===== src/design/cmtf_pkg.sv =====
`default_nettype none
package cmtf_pkg;
  localparam logic [1:0] IDX_CONTROL = 2'h0;
  localparam logic [1:0] IDX_TIMING = 2'h1;
  localparam logic [1:0] IDX_FILTER2 = 2'h2;
  localparam logic [1:0] IDX_TIMESTAMP = 2'h3;
  localparam int ABORT_BIT = 27;
  localparam int REQ_LSB = 24;
  localparam int CUR_LSB = 21;
  localparam int CAP_BIT = 20;
  localparam int ON_BIT = 15;
  localparam int BUSY_BIT = 11;
  localparam int PRESC_LSB = 0;
  localparam int SJW_LSB = 6;
  localparam int PROP_LSB = 8;
  localparam int PH1_LSB = 11;
  localparam int SAMPLE3_BIT = 14;
  localparam int PH2SEL_BIT = 15;
  localparam int PH2_LSB = 16;
  localparam logic [31:0] TIMING_WMASK = 32'h0007ffff;
  localparam logic [31:0] TIMING_RESET = 32'h00000000;
  localparam logic [31:0] FILTER2_RESET = 32'h00000000;
  localparam int FLT_EN_BIT = 7;
  localparam logic [2:0] MODE_NORMAL = 3'h0;
  localparam logic [2:0] MODE_DISABLE = 3'h1;
  localparam logic [2:0] MODE_LOOPBACK = 3'h2;
  localparam logic [2:0] MODE_LISTEN = 3'h3;
  localparam logic [2:0] MODE_CONFIG = 3'h4;
  localparam logic [2:0] MODE_RSVD_A = 3'h5;
  localparam logic [2:0] MODE_RSVD_B = 3'h6;
  localparam logic [2:0] MODE_LISTEN_ALL = 3'h7;
  typedef enum logic [2:0] {
    ST_OFF = 3'h1,
    ST_RUN = 3'h2,
    ST_DRAIN = 3'h4
  } cmtf_power_t;

  // Byte-lane merge of a write into the current value
  function automatic logic [31:0] cmtf_merge(input logic [31:0] old, input logic [31:0] wd, input logic [3:0] be);
    logic [31:0] r;
    r = old;
    for (int i = 0; i < 4; i++) begin
      if (be[i]) begin
        r[8*i +: 8] = wd[8*i +: 8];
      end
    end
    return r;
  endfunction : cmtf_merge

  // Field value plus one, as a quanta count
  function automatic logic [3:0] cmtf_len(input logic [2:0] f);
    return {1'b0, f} + 4'h1;
  endfunction : cmtf_len

  function automatic logic [3:0] cmtf_min(input logic [3:0] a, input logic [3:0] b);
    return (a < b) ? a : b;
  endfunction : cmtf_min
endpackage : cmtf_pkg
`default_nettype wire


===== src/design/cmtf_filter_bank.sv =====
`default_nettype none
module cmtf_filter_bank (
  input wire logic clk,
  input wire logic rst,
  input wire logic ce,
  input wire logic we,
  input wire logic [3:0] be,
  input wire logic [31:0] wdata,
  output logic [31:0] q
);
  logic [31:0] q_reg;
  logic [31:0] q_next;
  assign q = q_reg;

  always_comb begin
    q_next = q_reg;
    if (we) begin
      for (int i = 0; i < 4; i++) begin
        if (be[i]) begin
          q_next[8*i + cmtf_pkg::FLT_EN_BIT] = wdata[8*i + cmtf_pkg::FLT_EN_BIT];
          if (!q_reg[8*i + cmtf_pkg::FLT_EN_BIT]) begin
            q_next[8*i +: 7] = wdata[8*i +: 7];
          end
        end
      end
    end
  end

  always_ff @(posedge clk or posedge rst) begin
    if (rst) begin
      q_reg <= cmtf_pkg::FILTER2_RESET;
    end else if (ce) begin
      q_reg <= q_next;
    end
  end

  property p_locked_fields;
    @(posedge clk) disable iff (rst)
    (ce && we && be[3] && q_reg[31]) |=> (q_reg[30:24] == $past(q_reg[30:24]));
  endproperty
  a_locked_fields: assert property (p_locked_fields) else $error("filter fields changed while enabled");
endmodule : cmtf_filter_bank
`default_nettype wire


===== src/design/cmtf_tq_prescaler.sv =====
`default_nettype none
module cmtf_tq_prescaler (
  input wire logic clk,
  input wire logic rst,
  input wire logic ce,
  input wire logic [5:0] presc,
  output logic tick
);
  logic [6:0] cnt_reg;
  logic [6:0] cnt_next;
  logic tick_reg;
  logic tick_next;
  logic [6:0] limit;
  assign tick = tick_reg;
  // Period is 2*(presc+1) clocks, so the last count is 2*presc+1
  assign limit = {presc, 1'b1};

  always_comb begin
    cnt_next = cnt_reg + 7'h01;
    tick_next = 1'b0;
    if (cnt_reg >= limit) begin
      cnt_next = 7'h00;
      tick_next = 1'b1;
    end
  end

  always_ff @(posedge clk or posedge rst) begin
    if (rst) begin
      cnt_reg <= 7'h00;
      tick_reg <= 1'b0;
    end else if (ce) begin
      cnt_reg <= cnt_next;
      tick_reg <= tick_next;
    end
  end

  // Checking aid: enabled cycles between ticks, armed only while presc holds
  logic [7:0] gap_reg;
  logic armed_reg;
  logic [5:0] presc_seen_reg;
  always_ff @(posedge clk or posedge rst) begin
    if (rst) begin
      gap_reg <= 8'h00;
      armed_reg <= 1'b0;
      presc_seen_reg <= 6'h00;
    end else if (ce) begin
      presc_seen_reg <= presc;
      gap_reg <= tick_reg ? 8'h01 : gap_reg + 8'h01;
      armed_reg <= (presc == presc_seen_reg) && (armed_reg || tick_reg);
    end
  end

  property p_tick_period;
    @(posedge clk) disable iff (rst)
    (ce && tick_reg && armed_reg && presc == presc_seen_reg) |-> (gap_reg == {1'b0, limit} + 8'h01);
  endproperty
  a_tick_period: assert property (p_tick_period) else $error("quantum period wrong");
endmodule : cmtf_tq_prescaler
`default_nettype wire


===== src/design/cmtf_ctrl.sv =====
// Our own choices: register access over Avalon-MM and the placing of the registers.
`default_nettype none
// Behaviour
// - Abort-all bit aborts transmits, self-clears when done
// - Requested mode codes: normal..listen-all, two reserved
// - Mode status shows actual mode, same codes
// - Capture latches timer on reception; else timer stops
// - Disable waits for frame; busy flag shows it
// - Propagation segment is field plus one quanta
// - Jump width is field plus one quanta
// - Quantum is two times (prescaler plus one) clocks
// - Phase two within phase one; jump within phase two
// - Timing register writable only in configuration mode
// - Filter enable bit includes filter in matching
// - Mask select picks one of four masks
// - FIFO select routes match to FIFO number
// - Filters eight to eleven, one per byte
// - Mask and FIFO fields locked while enabled
module cmtf_ctrl (
  input wire logic SYS_CLK,
  input wire logic RST,
  input wire logic CE,
  input wire logic [1:0] AVS_ADDRESS,
  input wire logic AVS_READ,
  input wire logic AVS_WRITE,
  input wire logic [31:0] AVS_WRITEDATA,
  input wire logic [3:0] AVS_BYTEENABLE,
  output logic [31:0] AVS_READDATA,
  output logic AVS_WAITREQUEST,
  input wire logic FRAME_ACTIVE,
  input wire logic RX_VALID,
  input wire logic TX_ALL_ABORTED,
  output logic ABORT_ALL_TX,
  output logic [2:0] CURRENT_OP_MODE,
  output logic MODULE_ACTIVE_FLAG,
  output logic [15:0] RX_TIMESTAMP,
  output logic TQ_TICK,
  output logic [3:0] PROP_SEG_TQ,
  output logic [3:0] SJW_TQ,
  output logic [3:0] PHASE1_TQ,
  output logic [3:0] PHASE2_TQ,
  output logic TRIPLE_SAMPLE,
  output logic [3:0] FILTER_ENABLE,
  output logic [7:0] FILTER_MASK_SEL,
  output logic [19:0] FILTER_FIFO_SEL
);
  logic wait_reg;
  logic wait_next;
  logic [31:0] rdata_reg;
  logic [31:0] rdata_next;
  logic on_reg;
  logic on_next;
  logic abort_reg;
  logic abort_next;
  logic cap_reg;
  logic cap_next;
  logic [2:0] req_reg;
  logic [2:0] req_next;
  logic [2:0] cur_reg;
  logic [2:0] cur_next;
  cmtf_pkg::cmtf_power_t pwr_reg;
  cmtf_pkg::cmtf_power_t pwr_next;
  logic busy_reg;
  logic busy_next;
  logic [15:0] timer_reg;
  logic [15:0] timer_next;
  logic [15:0] stamp_reg;
  logic [15:0] stamp_next;
  logic [31:0] tim_reg;
  logic [31:0] tim_next;
  logic [3:0] prop_reg;
  logic [3:0] sjw_reg;
  logic [3:0] ph1_reg;
  logic [3:0] ph2_reg;
  logic sample3_reg;
  logic [3:0] prop_next;
  logic [3:0] sjw_next;
  logic [3:0] ph1_next;
  logic [3:0] ph2_next;
  logic commit_wr;
  logic [31:0] ctl_rd;
  logic [31:0] ctl_new;
  logic [31:0] flt_q;
  logic flt_we;

  // A request is answered one cycle after it is seen; the write lands on the
  // edge where the master sees waitrequest low, so nothing commits twice
  assign commit_wr = AVS_WRITE && !wait_reg;
  assign flt_we = commit_wr && AVS_ADDRESS == cmtf_pkg::IDX_FILTER2;

  always_comb begin
    ctl_rd = 32'h00000000;
    ctl_rd[cmtf_pkg::ABORT_BIT] = abort_reg;
    ctl_rd[cmtf_pkg::REQ_LSB +: 3] = req_reg;
    ctl_rd[cmtf_pkg::CUR_LSB +: 3] = cur_reg;
    ctl_rd[cmtf_pkg::CAP_BIT] = cap_reg;
    ctl_rd[cmtf_pkg::ON_BIT] = on_reg;
    ctl_rd[cmtf_pkg::BUSY_BIT] = pwr_reg != cmtf_pkg::ST_OFF;
    ctl_new = cmtf_pkg::cmtf_merge(ctl_rd, AVS_WRITEDATA, AVS_BYTEENABLE);
  end

  // Bus answer
  always_comb begin
    wait_next = !((AVS_READ || AVS_WRITE) && wait_reg);
    rdata_next = rdata_reg;
    if (AVS_READ && wait_reg) begin
      case (AVS_ADDRESS)
        cmtf_pkg::IDX_CONTROL: rdata_next = ctl_rd;
        cmtf_pkg::IDX_TIMING: rdata_next = tim_reg;
        cmtf_pkg::IDX_FILTER2: rdata_next = flt_q;
        cmtf_pkg::IDX_TIMESTAMP: rdata_next = {timer_reg, stamp_reg};
        default: rdata_next = 32'h00000000;
      endcase
    end
  end

  always_ff @(posedge SYS_CLK or posedge RST) begin
    if (RST) begin
      wait_reg <= 1'b1;
      rdata_reg <= 32'h00000000;
    end else if (CE) begin
      wait_reg <= wait_next;
      rdata_reg <= rdata_next;
    end
  end

  // Control, mode and power sequencing
  always_comb begin
    on_next = on_reg;
    req_next = req_reg;
    cap_next = cap_reg;
    abort_next = abort_reg;
    if (abort_reg && TX_ALL_ABORTED) begin
      abort_next = 1'b0;
    end
    if (commit_wr && AVS_ADDRESS == cmtf_pkg::IDX_CONTROL) begin
      on_next = ctl_new[cmtf_pkg::ON_BIT];
      req_next = ctl_new[cmtf_pkg::REQ_LSB +: 3];
      cap_next = ctl_new[cmtf_pkg::CAP_BIT];
      // Writing one sets; a set in the clearing cycle wins
      if (ctl_new[cmtf_pkg::ABORT_BIT]) begin
        abort_next = 1'b1;
      end
    end
    cur_next = cur_reg;
    // Reserved codes are never adopted; status keeps the last valid mode
    if (!FRAME_ACTIVE && req_reg != cmtf_pkg::MODE_RSVD_A && req_reg != cmtf_pkg::MODE_RSVD_B) begin
      cur_next = req_reg;
    end
    pwr_next = pwr_reg;
    case (pwr_reg)
      cmtf_pkg::ST_OFF: begin
        if (on_reg) begin
          pwr_next = cmtf_pkg::ST_RUN;
        end
      end
      cmtf_pkg::ST_RUN: begin
        if (!on_reg) begin
          pwr_next = FRAME_ACTIVE ? cmtf_pkg::ST_DRAIN : cmtf_pkg::ST_OFF;
        end
      end
      cmtf_pkg::ST_DRAIN: begin
        if (on_reg) begin
          pwr_next = cmtf_pkg::ST_RUN;
        end else if (!FRAME_ACTIVE) begin
          pwr_next = cmtf_pkg::ST_OFF;
        end
      end
      default: pwr_next = cmtf_pkg::ST_OFF;
    endcase
    // Registered so the busy pin never shows a state-decode glitch
    busy_next = pwr_next != cmtf_pkg::ST_OFF;
    // Timer frozen while capture is off, which saves its toggling power
    timer_next = cap_reg ? timer_reg + 16'h0001 : timer_reg;
    stamp_next = stamp_reg;
    if (cap_reg && RX_VALID) begin
      stamp_next = timer_reg;
    end
  end

  always_ff @(posedge SYS_CLK or posedge RST) begin
    if (RST) begin
      on_reg <= 1'b0;
      req_reg <= cmtf_pkg::MODE_CONFIG;
      cur_reg <= cmtf_pkg::MODE_CONFIG;
      cap_reg <= 1'b0;
      abort_reg <= 1'b0;
      pwr_reg <= cmtf_pkg::ST_OFF;
      busy_reg <= 1'b0;
      timer_reg <= 16'h0000;
      stamp_reg <= 16'h0000;
    end else if (CE) begin
      on_reg <= on_next;
      req_reg <= req_next;
      cur_reg <= cur_next;
      cap_reg <= cap_next;
      abort_reg <= abort_next;
      pwr_reg <= pwr_next;
      busy_reg <= busy_next;
      timer_reg <= timer_next;
      stamp_reg <= stamp_next;
    end
  end

  // Bit timing
  always_comb begin
    tim_next = tim_reg;
    if (commit_wr && AVS_ADDRESS == cmtf_pkg::IDX_TIMING && cur_reg == cmtf_pkg::MODE_CONFIG) begin
      tim_next = cmtf_pkg::cmtf_merge(tim_reg, AVS_WRITEDATA, AVS_BYTEENABLE) & cmtf_pkg::TIMING_WMASK;
    end
    prop_next = cmtf_pkg::cmtf_len(tim_reg[cmtf_pkg::PROP_LSB +: 3]);
    ph1_next = cmtf_pkg::cmtf_len(tim_reg[cmtf_pkg::PH1_LSB +: 3]);
    // Automatic phase two equals phase one; a programmed one is clipped to it
    ph2_next = ph1_next;
    if (tim_reg[cmtf_pkg::PH2SEL_BIT]) begin
      ph2_next = cmtf_pkg::cmtf_min(cmtf_pkg::cmtf_len(tim_reg[cmtf_pkg::PH2_LSB +: 3]), ph1_next);
    end
    sjw_next = cmtf_pkg::cmtf_min(cmtf_pkg::cmtf_len({1'b0, tim_reg[cmtf_pkg::SJW_LSB +: 2]}), ph2_next);
  end

  always_ff @(posedge SYS_CLK or posedge RST) begin
    if (RST) begin
      tim_reg <= cmtf_pkg::TIMING_RESET;
      prop_reg <= 4'h1;
      ph1_reg <= 4'h1;
      ph2_reg <= 4'h1;
      sjw_reg <= 4'h1;
      sample3_reg <= 1'b0;
    end else if (CE) begin
      tim_reg <= tim_next;
      prop_reg <= prop_next;
      ph1_reg <= ph1_next;
      ph2_reg <= ph2_next;
      sjw_reg <= sjw_next;
      // Legality of triple sampling is left to software
      sample3_reg <= tim_reg[cmtf_pkg::SAMPLE3_BIT];
    end
  end

  cmtf_tq_prescaler u_presc (
    .clk(SYS_CLK),
    .rst(RST),
    .ce(CE),
    .presc(tim_reg[cmtf_pkg::PRESC_LSB +: 6]),
    .tick(TQ_TICK)
  );

  cmtf_filter_bank u_filters (
    .clk(SYS_CLK),
    .rst(RST),
    .ce(CE),
    .we(flt_we),
    .be(AVS_BYTEENABLE),
    .wdata(AVS_WRITEDATA),
    .q(flt_q)
  );

  // Byte n holds filter 8+n: enable, mask select, FIFO select
  always_comb begin
    for (int i = 0; i < 4; i++) begin
      FILTER_ENABLE[i] = flt_q[8*i + 7];
      FILTER_MASK_SEL[2*i +: 2] = flt_q[8*i + 5 +: 2];
      FILTER_FIFO_SEL[5*i +: 5] = flt_q[8*i +: 5];
    end
  end

  assign AVS_READDATA = rdata_reg;
  assign AVS_WAITREQUEST = wait_reg;
  assign ABORT_ALL_TX = abort_reg;
  assign CURRENT_OP_MODE = cur_reg;
  assign MODULE_ACTIVE_FLAG = busy_reg;
  assign RX_TIMESTAMP = stamp_reg;
  assign PROP_SEG_TQ = prop_reg;
  assign SJW_TQ = sjw_reg;
  assign PHASE1_TQ = ph1_reg;
  assign PHASE2_TQ = ph2_reg;
  assign TRIPLE_SAMPLE = sample3_reg;

  property p_abort_clear;
    @(posedge SYS_CLK) disable iff (RST)
    (CE && abort_reg && TX_ALL_ABORTED && !commit_wr) |=> !abort_reg;
  endproperty
  a_abort_clear: assert property (p_abort_clear) else $error("abort not cleared");

  property p_req_store;
    @(posedge SYS_CLK) disable iff (RST)
    (CE && commit_wr && AVS_ADDRESS == cmtf_pkg::IDX_CONTROL && AVS_BYTEENABLE[3])
      |=> req_reg == $past(AVS_WRITEDATA[26:24]);
  endproperty
  a_req_store: assert property (p_req_store) else $error("requested mode not stored");

  property p_mode_between_frames;
    @(posedge SYS_CLK) disable iff (RST)
    (cur_reg != $past(cur_reg)) |-> ($past(!FRAME_ACTIVE) && cur_reg == $past(req_reg));
  endproperty
  a_mode_between_frames: assert property (p_mode_between_frames) else $error("mode changed mid frame");

  property p_stamp;
    @(posedge SYS_CLK) disable iff (RST)
    (CE && cap_reg && RX_VALID) |=> stamp_reg == $past(timer_reg);
  endproperty
  a_stamp: assert property (p_stamp) else $error("timestamp not captured");

  property p_busy_drain;
    @(posedge SYS_CLK) disable iff (RST)
    (CE && !on_reg && pwr_reg != cmtf_pkg::ST_OFF) |=> (MODULE_ACTIVE_FLAG == $past(FRAME_ACTIVE));
  endproperty
  a_busy_drain: assert property (p_busy_drain) else $error("busy flag wrong while disabling");

  property p_prop_len;
    @(posedge SYS_CLK) disable iff (RST)
    CE ##1 CE |-> PROP_SEG_TQ == {1'b0, $past(tim_reg[10:8])} + 4'h1;
  endproperty
  a_prop_len: assert property (p_prop_len) else $error("propagation length wrong");

  property p_timing_lock;
    @(posedge SYS_CLK) disable iff (RST)
    (CE && commit_wr && AVS_ADDRESS == cmtf_pkg::IDX_TIMING && cur_reg != cmtf_pkg::MODE_CONFIG)
      |=> tim_reg == $past(tim_reg);
  endproperty
  a_timing_lock: assert property (p_timing_lock) else $error("timing written outside config");
endmodule : cmtf_ctrl
`default_nettype wire


===== config.mk =====
export PLATFORM = sky130hd
export DESIGN_NAME = cmtf_ctrl
export DESIGN_NICKNAME = d
export VERILOG_FILES = /design/src/design/cmtf_pkg.sv /design/src/design/cmtf_filter_bank.sv /design/src/design/cmtf_tq_prescaler.sv /design/src/design/cmtf_ctrl.sv
export SDC_FILE = /design/constraint.sdc
export NUM_CORES = 1
export LEC_CHECK = 0
export BUFFER_PORTS_ARGS = -buffer_cell sky130_fd_sc_hd__buf_2
export CORE_UTILIZATION = 45
export DETAILED_ROUTE_END_ITERATION = 16
export PLACE_DENSITY = 0.75
export SETUP_SLACK_MARGIN = 0.3
export SYNTH_ARGS = -nofsm -noshare
export SYNTH_HDL_FRONTEND = slang
export SYNTH_SLANG_ARGS = --single-unit

===== constraint.sdc =====
create_clock -name SYS_CLK -period 4.8 [get_ports SYS_CLK]
set_clock_uncertainty 0.05 [all_clocks]
set_input_delay 0.48 -clock SYS_CLK [delete_from_list [all_inputs] [get_ports SYS_CLK]]
set_output_delay 0.48 -clock SYS_CLK [all_outputs]
set_load 0.01 [all_outputs]

# After elaboration in Yosys (flattened, before gate mapping)
# Index checks and enable logic that the tools add are counted.
[classes] addsub=6 n_lt_le_gt_ge=3 eq_ne=11 mux=16 bitwise=4 reduce_logical=34
[op_table] operator="$pmux W32 S4" n=1
[op_table] operator="$reduce_and A3 Y1" n=10
[op_table] operator="$add A16 B1 Y16 const B" n=1
[op_table] operator="$mux W4" n=4
[op_table] operator="$reduce_and A4 Y1" n=4
[op_table] operator="$mux W3" n=5
[op_table] operator="$add A3 B1 Y4 const B" n=3
[op_table] operator="$logic_and A1 B1 Y1" n=11
[op_table] operator="$pmux W3 S3" n=1
[op_table] operator="$reduce_and A2 Y1" n=4
[op_table] operator="$add A7 B1 Y7 const B" n=1
[op_table] operator="$ge A7 B7 Y1" n=1
[op_table] operator="$mux W7" n=1
[op_table] operator="$eq A3 B3 Y1 const B" n=2
[op_table] operator="$ne A3 B1 Y1 const B" n=2
[op_table] operator="$ne A3 B3 Y1 const B" n=2
[op_table] operator="$eq A2 B2 Y1 const B" n=2
[op_table] operator="$lt A3 B4 Y1" n=1
[op_table] operator="$lt A4 B4 Y1" n=1
[op_table] operator="$mux W1" n=4
[op_table] operator="$not A1 Y1" n=4
[op_table] operator="$add A2 B1 Y3 const B" n=1
[op_table] operator="$eq A3 B1 Y1 const B" n=1
[op_table] operator="$eq A3 B2 Y1 const B" n=1
[op_table] operator="other kinds (4)" n=6
[word_totals] reg_bits=154 inputBits=46 out_inout_bits=104 wordCells=103

# Depth between registers and ports, before layout
[logic_depth] ltp_word=6 ltp_mapped=14 depth_no_buf=14

# Hierarchy
# Synthesis repeated with hierarchy kept, for this count alone.
[hier_totals] cells_unflattened=598 area_unflattened_um2=7269.5
[by_module_without_submodules] module="cmtf_ctrl" n_inst=1 cells_each=466 area_each_um2=5425.2 seq_area_each_um2=2862.7
[by_module_without_submodules] module="cmtf_filter_bank" n_inst=1 cells_each=75 area_each_um2=1313.8 seq_area_each_um2=800.8
[by_module_without_submodules] module="cmtf_tq_prescaler" n_inst=1 cells_each=57 area_each_um2=530.5 seq_area_each_um2=200.2

# Least setup slack after synthesis
# OpenSTA, ideal clock, no wires.
[synth_timing] path_type="register -> register" start="reg tim_reg[16]" end="reg sjw_reg[1], in the netlist SJW_TQ[1]" setup_time_ns=0.125 arrival_ns=2.908 required_ns=4.625 setup_slack_ns=1.717 path_stages_with_launch=15 n_path_buf=0 period_less_slack_ns=3.083 path_cell_list="dfrtp_1 > ha_1 > xnor2_1 > inv_1 > ha_1 > o211ai_1 > o211ai_1 > mux2i_1 > inv_1 > ha_1 > o21a_1 > o211ai_1 > a31oi_1 > mux2i_1 > mux2_2"
[synth_between] elab_chain_cells=6
[synth_rtl] item="start, declared" line_no="cmtf_ctrl.sv:69" rtl="logic [31:0] tim_reg;"
[synth_rtl] item="start signal, assigned" line_no="cmtf_ctrl.sv:223" rtl="tim_reg <= cmtf_pkg::TIMING_RESET;"
[synth_rtl] item="start signal, assigned" line_no="cmtf_ctrl.sv:230" rtl="tim_reg <= tim_next;"
[synth_rtl] item="$add A3 B1 Y4 (*)" line_no="cmtf_pkg.sv:52" rtl="return {1'b0, f} + 4'h1;"
[synth_rtl] item="$lt A4 B4 Y1" line_no="cmtf_pkg.sv:56" rtl="return (a < b) ? a : b;"
[synth_rtl] item="$mux W4 (*)" line_no="cmtf_pkg.sv:56"
[synth_rtl] item="$mux W4 (*)" line_no="cmtf_ctrl.sv:215" rtl="if (tim_reg[cmtf_pkg::PH2SEL_BIT]) begin"
[synth_rtl] item="$lt A3 B4 Y1" line_no="cmtf_pkg.sv:56"
[synth_rtl] item="$mux W4 (*)" line_no="cmtf_pkg.sv:56"
[synth_rtl] item="end signal, assigned" line_no="cmtf_ctrl.sv:234" rtl="sjw_reg <= sjw_next;"
[synth_rtl] item="end, declared" line_no="cmtf_ctrl.sv:72" rtl="logic [3:0] sjw_reg;"
# Every way passes the cells marked *; elsewhere a longest branch is shown, timed or not.
# A chain may end at the register's enable or synchronous reset.

# Final worst setup path
# Ends and elaborated chain as after synthesis.

==> run_results.csv <==
group,metric,value,unit
pwr,p_leak,4.34,nW
final_layout,nets,816,
yosys,ys_warn_count,0,
final_layout,multi_input_area,0.00306,mm^2
final_layout,fin_area,0.00874,mm^2
timing,hold_violations,0,
grt,grt_pass1_vias,5153,
yosys,synth_top_cell_area_share,0.509,
final_layout,regArea,0.00386,mm^2
yosys,yosys.cell_types.count,45,
cts,clock_latency,0.42,ns
detailed_routing,drc,0,
grt,grt_usage,0.226,
grt,grt_pass1_wl,28.1,mm
timing,slew_viol_final,0,
placed_design,routabilityCongestion,0.825,
critical_path,worstPathCellList,"ha_1 -> xnor2_1 -> inv_1 -> ha_1 -> o211ai_1 -> o211ai_1 -> mux2i_1 -> inv_1 -> ha_1 -> o21a_1 -> o211ai_1 -> a31oi_1 -> mux2i_1 -> mux2_2",
timing,max_slew.worst_pin.slew,0.858,ns
critical_path,critPathMaxStageDelay,0.43,ns
critical_path,cp-start-kind,"register",
floorplan,io_pins,150,
timing,timing.fmax,0.292,GHz
detailed_routing,drt-initial-drc-count,346,
cts,post-cts-setup-buffers,0,
grt,grt_antenna_before_repair,0,
cts,cts_sinks,154,
floorplan,core,0.0154,mm^2
floorplan,die_area,0.0164,mm^2
detailed_routing,vias,5123,
timing,tns,0,ns
detailed_routing,dr.pass1.iters,4,
timing,layout_min_cycle_time,3.43,ns
detailed_routing,wl_per_cell,17.9,um
timing,rsz0062_at_grt,"no",
cts,clk_pin_slew,0.06,ns
floorplan,start_util,0.467,
yosys,postSynthCellCount,609,
grt,grt-ovfl-total,0,
critical_path,critPathRequiredTime,5.06,ns
placed_design,post_dp_cell_area,0.00810,mm^2
yosys,seq_area_frac_synth,0.539,
floorplan,fp.dieW,128,um
grt,grt_max_degree,155,
placed_design,dp_hpwl,12.2,mm
yosys,synth_edf_count,0,
yosys,avgSynthCellArea,11.8,um^2
final_layout,layout-drive-gt1-share,0.401,
yosys,synth.area.top_cells,"dfrtp_1 51%, mux2_2 17%, nand2_1 3.2%, ha_1 3.1%, dfstp_2 2.9%",
critical_path,critPathArrivalTime,3.68,ns
placed_design,io_buffers,149,
critical_path,crit_fanout,6,
timing,setup_viol,0,
cts,cts-resized-gates,0,
cts,cts_tree,"built",
pwr,peakVddDrop,0.000284,V
timing,min_period_over_period,0.714,
yosys,netlist_area,0.00717,mm^2
cts,cts_inserted_buffers,17,
outcome,status,"completed",
detailed_routing,routed_via_density,5.25,
floorplan,chipHeight,128,um
cts,root_buffer,"clkbuf_16",
pwr,powerDensity,465,mW/mm^2
final_layout,antennaDiodeCount,0,
yosys,synthesis.nets,673,
detailed_routing,wirelength,17.4,mm
cts,hold_buffers,0,
critical_path,criticalPathCategory,"reg -> reg",
yosys,ys_ff_latch,154,
final_layout,fillers,1303,
timing,max_slew_margin,0.426,
final_layout,syn_to_final_growth,21.9,%
cts,htreeDepth,4,
critical_path,critPathSlowestCell,"dfrtp_1",
yosys,ys.flop_type,"dfrtp_1",
critical_path,crit_path_end_kind,"register",
detailed_routing,postRouteAntennaNets,0,
yosys,yosys.area.top_type,"dfrtp_1",
hold_path,hp-class,"in -> reg",
job,drv_cap,0,
cts,cts_buffer_depth,2,
floorplan,std_cell_rows,45,
yosys,synthArstFlopShare,1.00,
==> through the flow <==
stage                     worst slack, ns  std cells  hold WS [ns]  utilization  power [mW]
after floorplan                      1.72        609         0.409            -        2.28
after global placement               1.49        944         0.405        0.527        2.60
after detailed placement             1.37        944         0.417        0.527        2.63
after CTS                            1.37        976         0.222        0.569        4.10
after global routing                 1.14        976         0.222        0.569        4.27
final                                1.37        976         0.237        0.569        4.06
==> kinds of logic after synthesis <==
logic type | Yosys count | synth area share
flops | 154 | 0.539
xor+xnor | 23 | 0.0281
fa+ha+maj | 18 | 0.0314
simple gates | 130 | 0.0876
compound gates | 107 | 0.0925
buf+inv | 59 | 0.0351
mux | 118 | 0.187
==> cells in the mapped netlist (3+ instances only) <==
library cell  number
o21ai_0           38
xor2_1             6
buf_4              4
nand3_1            8
nor2b_1            8
buf_2              6
o21a_1             3
mux2i_1           10
or2_1              4
nand2b_1           4
a31oi_1            3
a22o_1             5
dfstp_2            8
o211ai_1           5
nor2_1            20
mux2_2           106
clkbuf_1          16
a21oi_1           19
inv_1             29
xnor2_1           17
o22ai_1            4
nand4_1            9
nand2_1           61
buf_1              3
dfrtp_1          146
ha_1              18
a22oi_1           25
==> cell type report <==
class	count	area share
clock buffers	20	0.0523
multi-input cells	396	0.350
repair buffers	154	0.0911
flip-flops and latches	154	0.442
clock inverters	12	0.0212
inverters	29	0.0129
well taps	211	0.0302
==> placed cells by master, fill, tap and decap left out, drive strengths merged, types with 4 or more instances in the layout <==
cell,Yosys,layout
o22ai,4,4
bufinv,0,4
xor2,6,6
ha,18,18
xnor2,17,17
inv,29,32
or2,4,4
nand2b,4,4
mux2,106,106
nor2b,8,8
mux2i,10,10
o21ai,38,38
dfstp,8,8
nand2,63,63
o211ai,5,5
dfrtp,146,146
a22oi,25,25
clkbuf,16,20
nand3,8,8
a21oi,19,19
nor2,20,20
nand4,9,9
buf,14,154
a22o,5,5
==> power by group <==
group          internal (mW)  total [mW]  switching [mW]
Combinational          0.422       0.866           0.445
Sequential              1.54        1.74           0.205
Clock                  0.906        1.46           0.550
Total                   2.86        4.06            1.20
==> per-layer routing <==
metal / part of all wire / track usage / up-vias
met5: 0 / 0 / -
met4: 0.017 / 0.0837 / 0
met3: 0.052 / 0.0522 / 22
met2: 0.47 / 0.353 / 158
met1: 0.46 / 0.308 / 2508
li1: - / - / 2435
==> final timing paths <==
| kind | start | to | slack, ns | cells after the start |
|---|---|---|---|---|
| min reg2reg | MODULE_ACTIVE_FLAG | MODULE_ACTIVE_FLAG | 0.43 | 1 |
| min in group asynchronous | RST | u_filters.q[28] | 0.26 | 3 |
| min | AVS_WRITEDATA[31] | u_filters.q[31] | 0.24 | 2 |
| max in group asynchronous | RST | AVS_READDATA[5] | 3.88 | 3 |
| max reg2reg | tim_reg[16] | SJW_TQ[1] | 1.37 | 14 |
| max | tim_reg[16] | SJW_TQ[1] | 1.37 | 14 |
==> critical path, delay by kind of cell (launching register included) <==
kind,cells,cell delay (ns)
AO/OA/AOI/OAI,5,0.92
adder cells (fa/ha/maj),3,0.83
multiplexers,3,0.71
flip-flops,1,0.43
XOR/XNOR,1,0.21
buffers and inverters,2,0.15
Power figures use the tool's default switching activity.
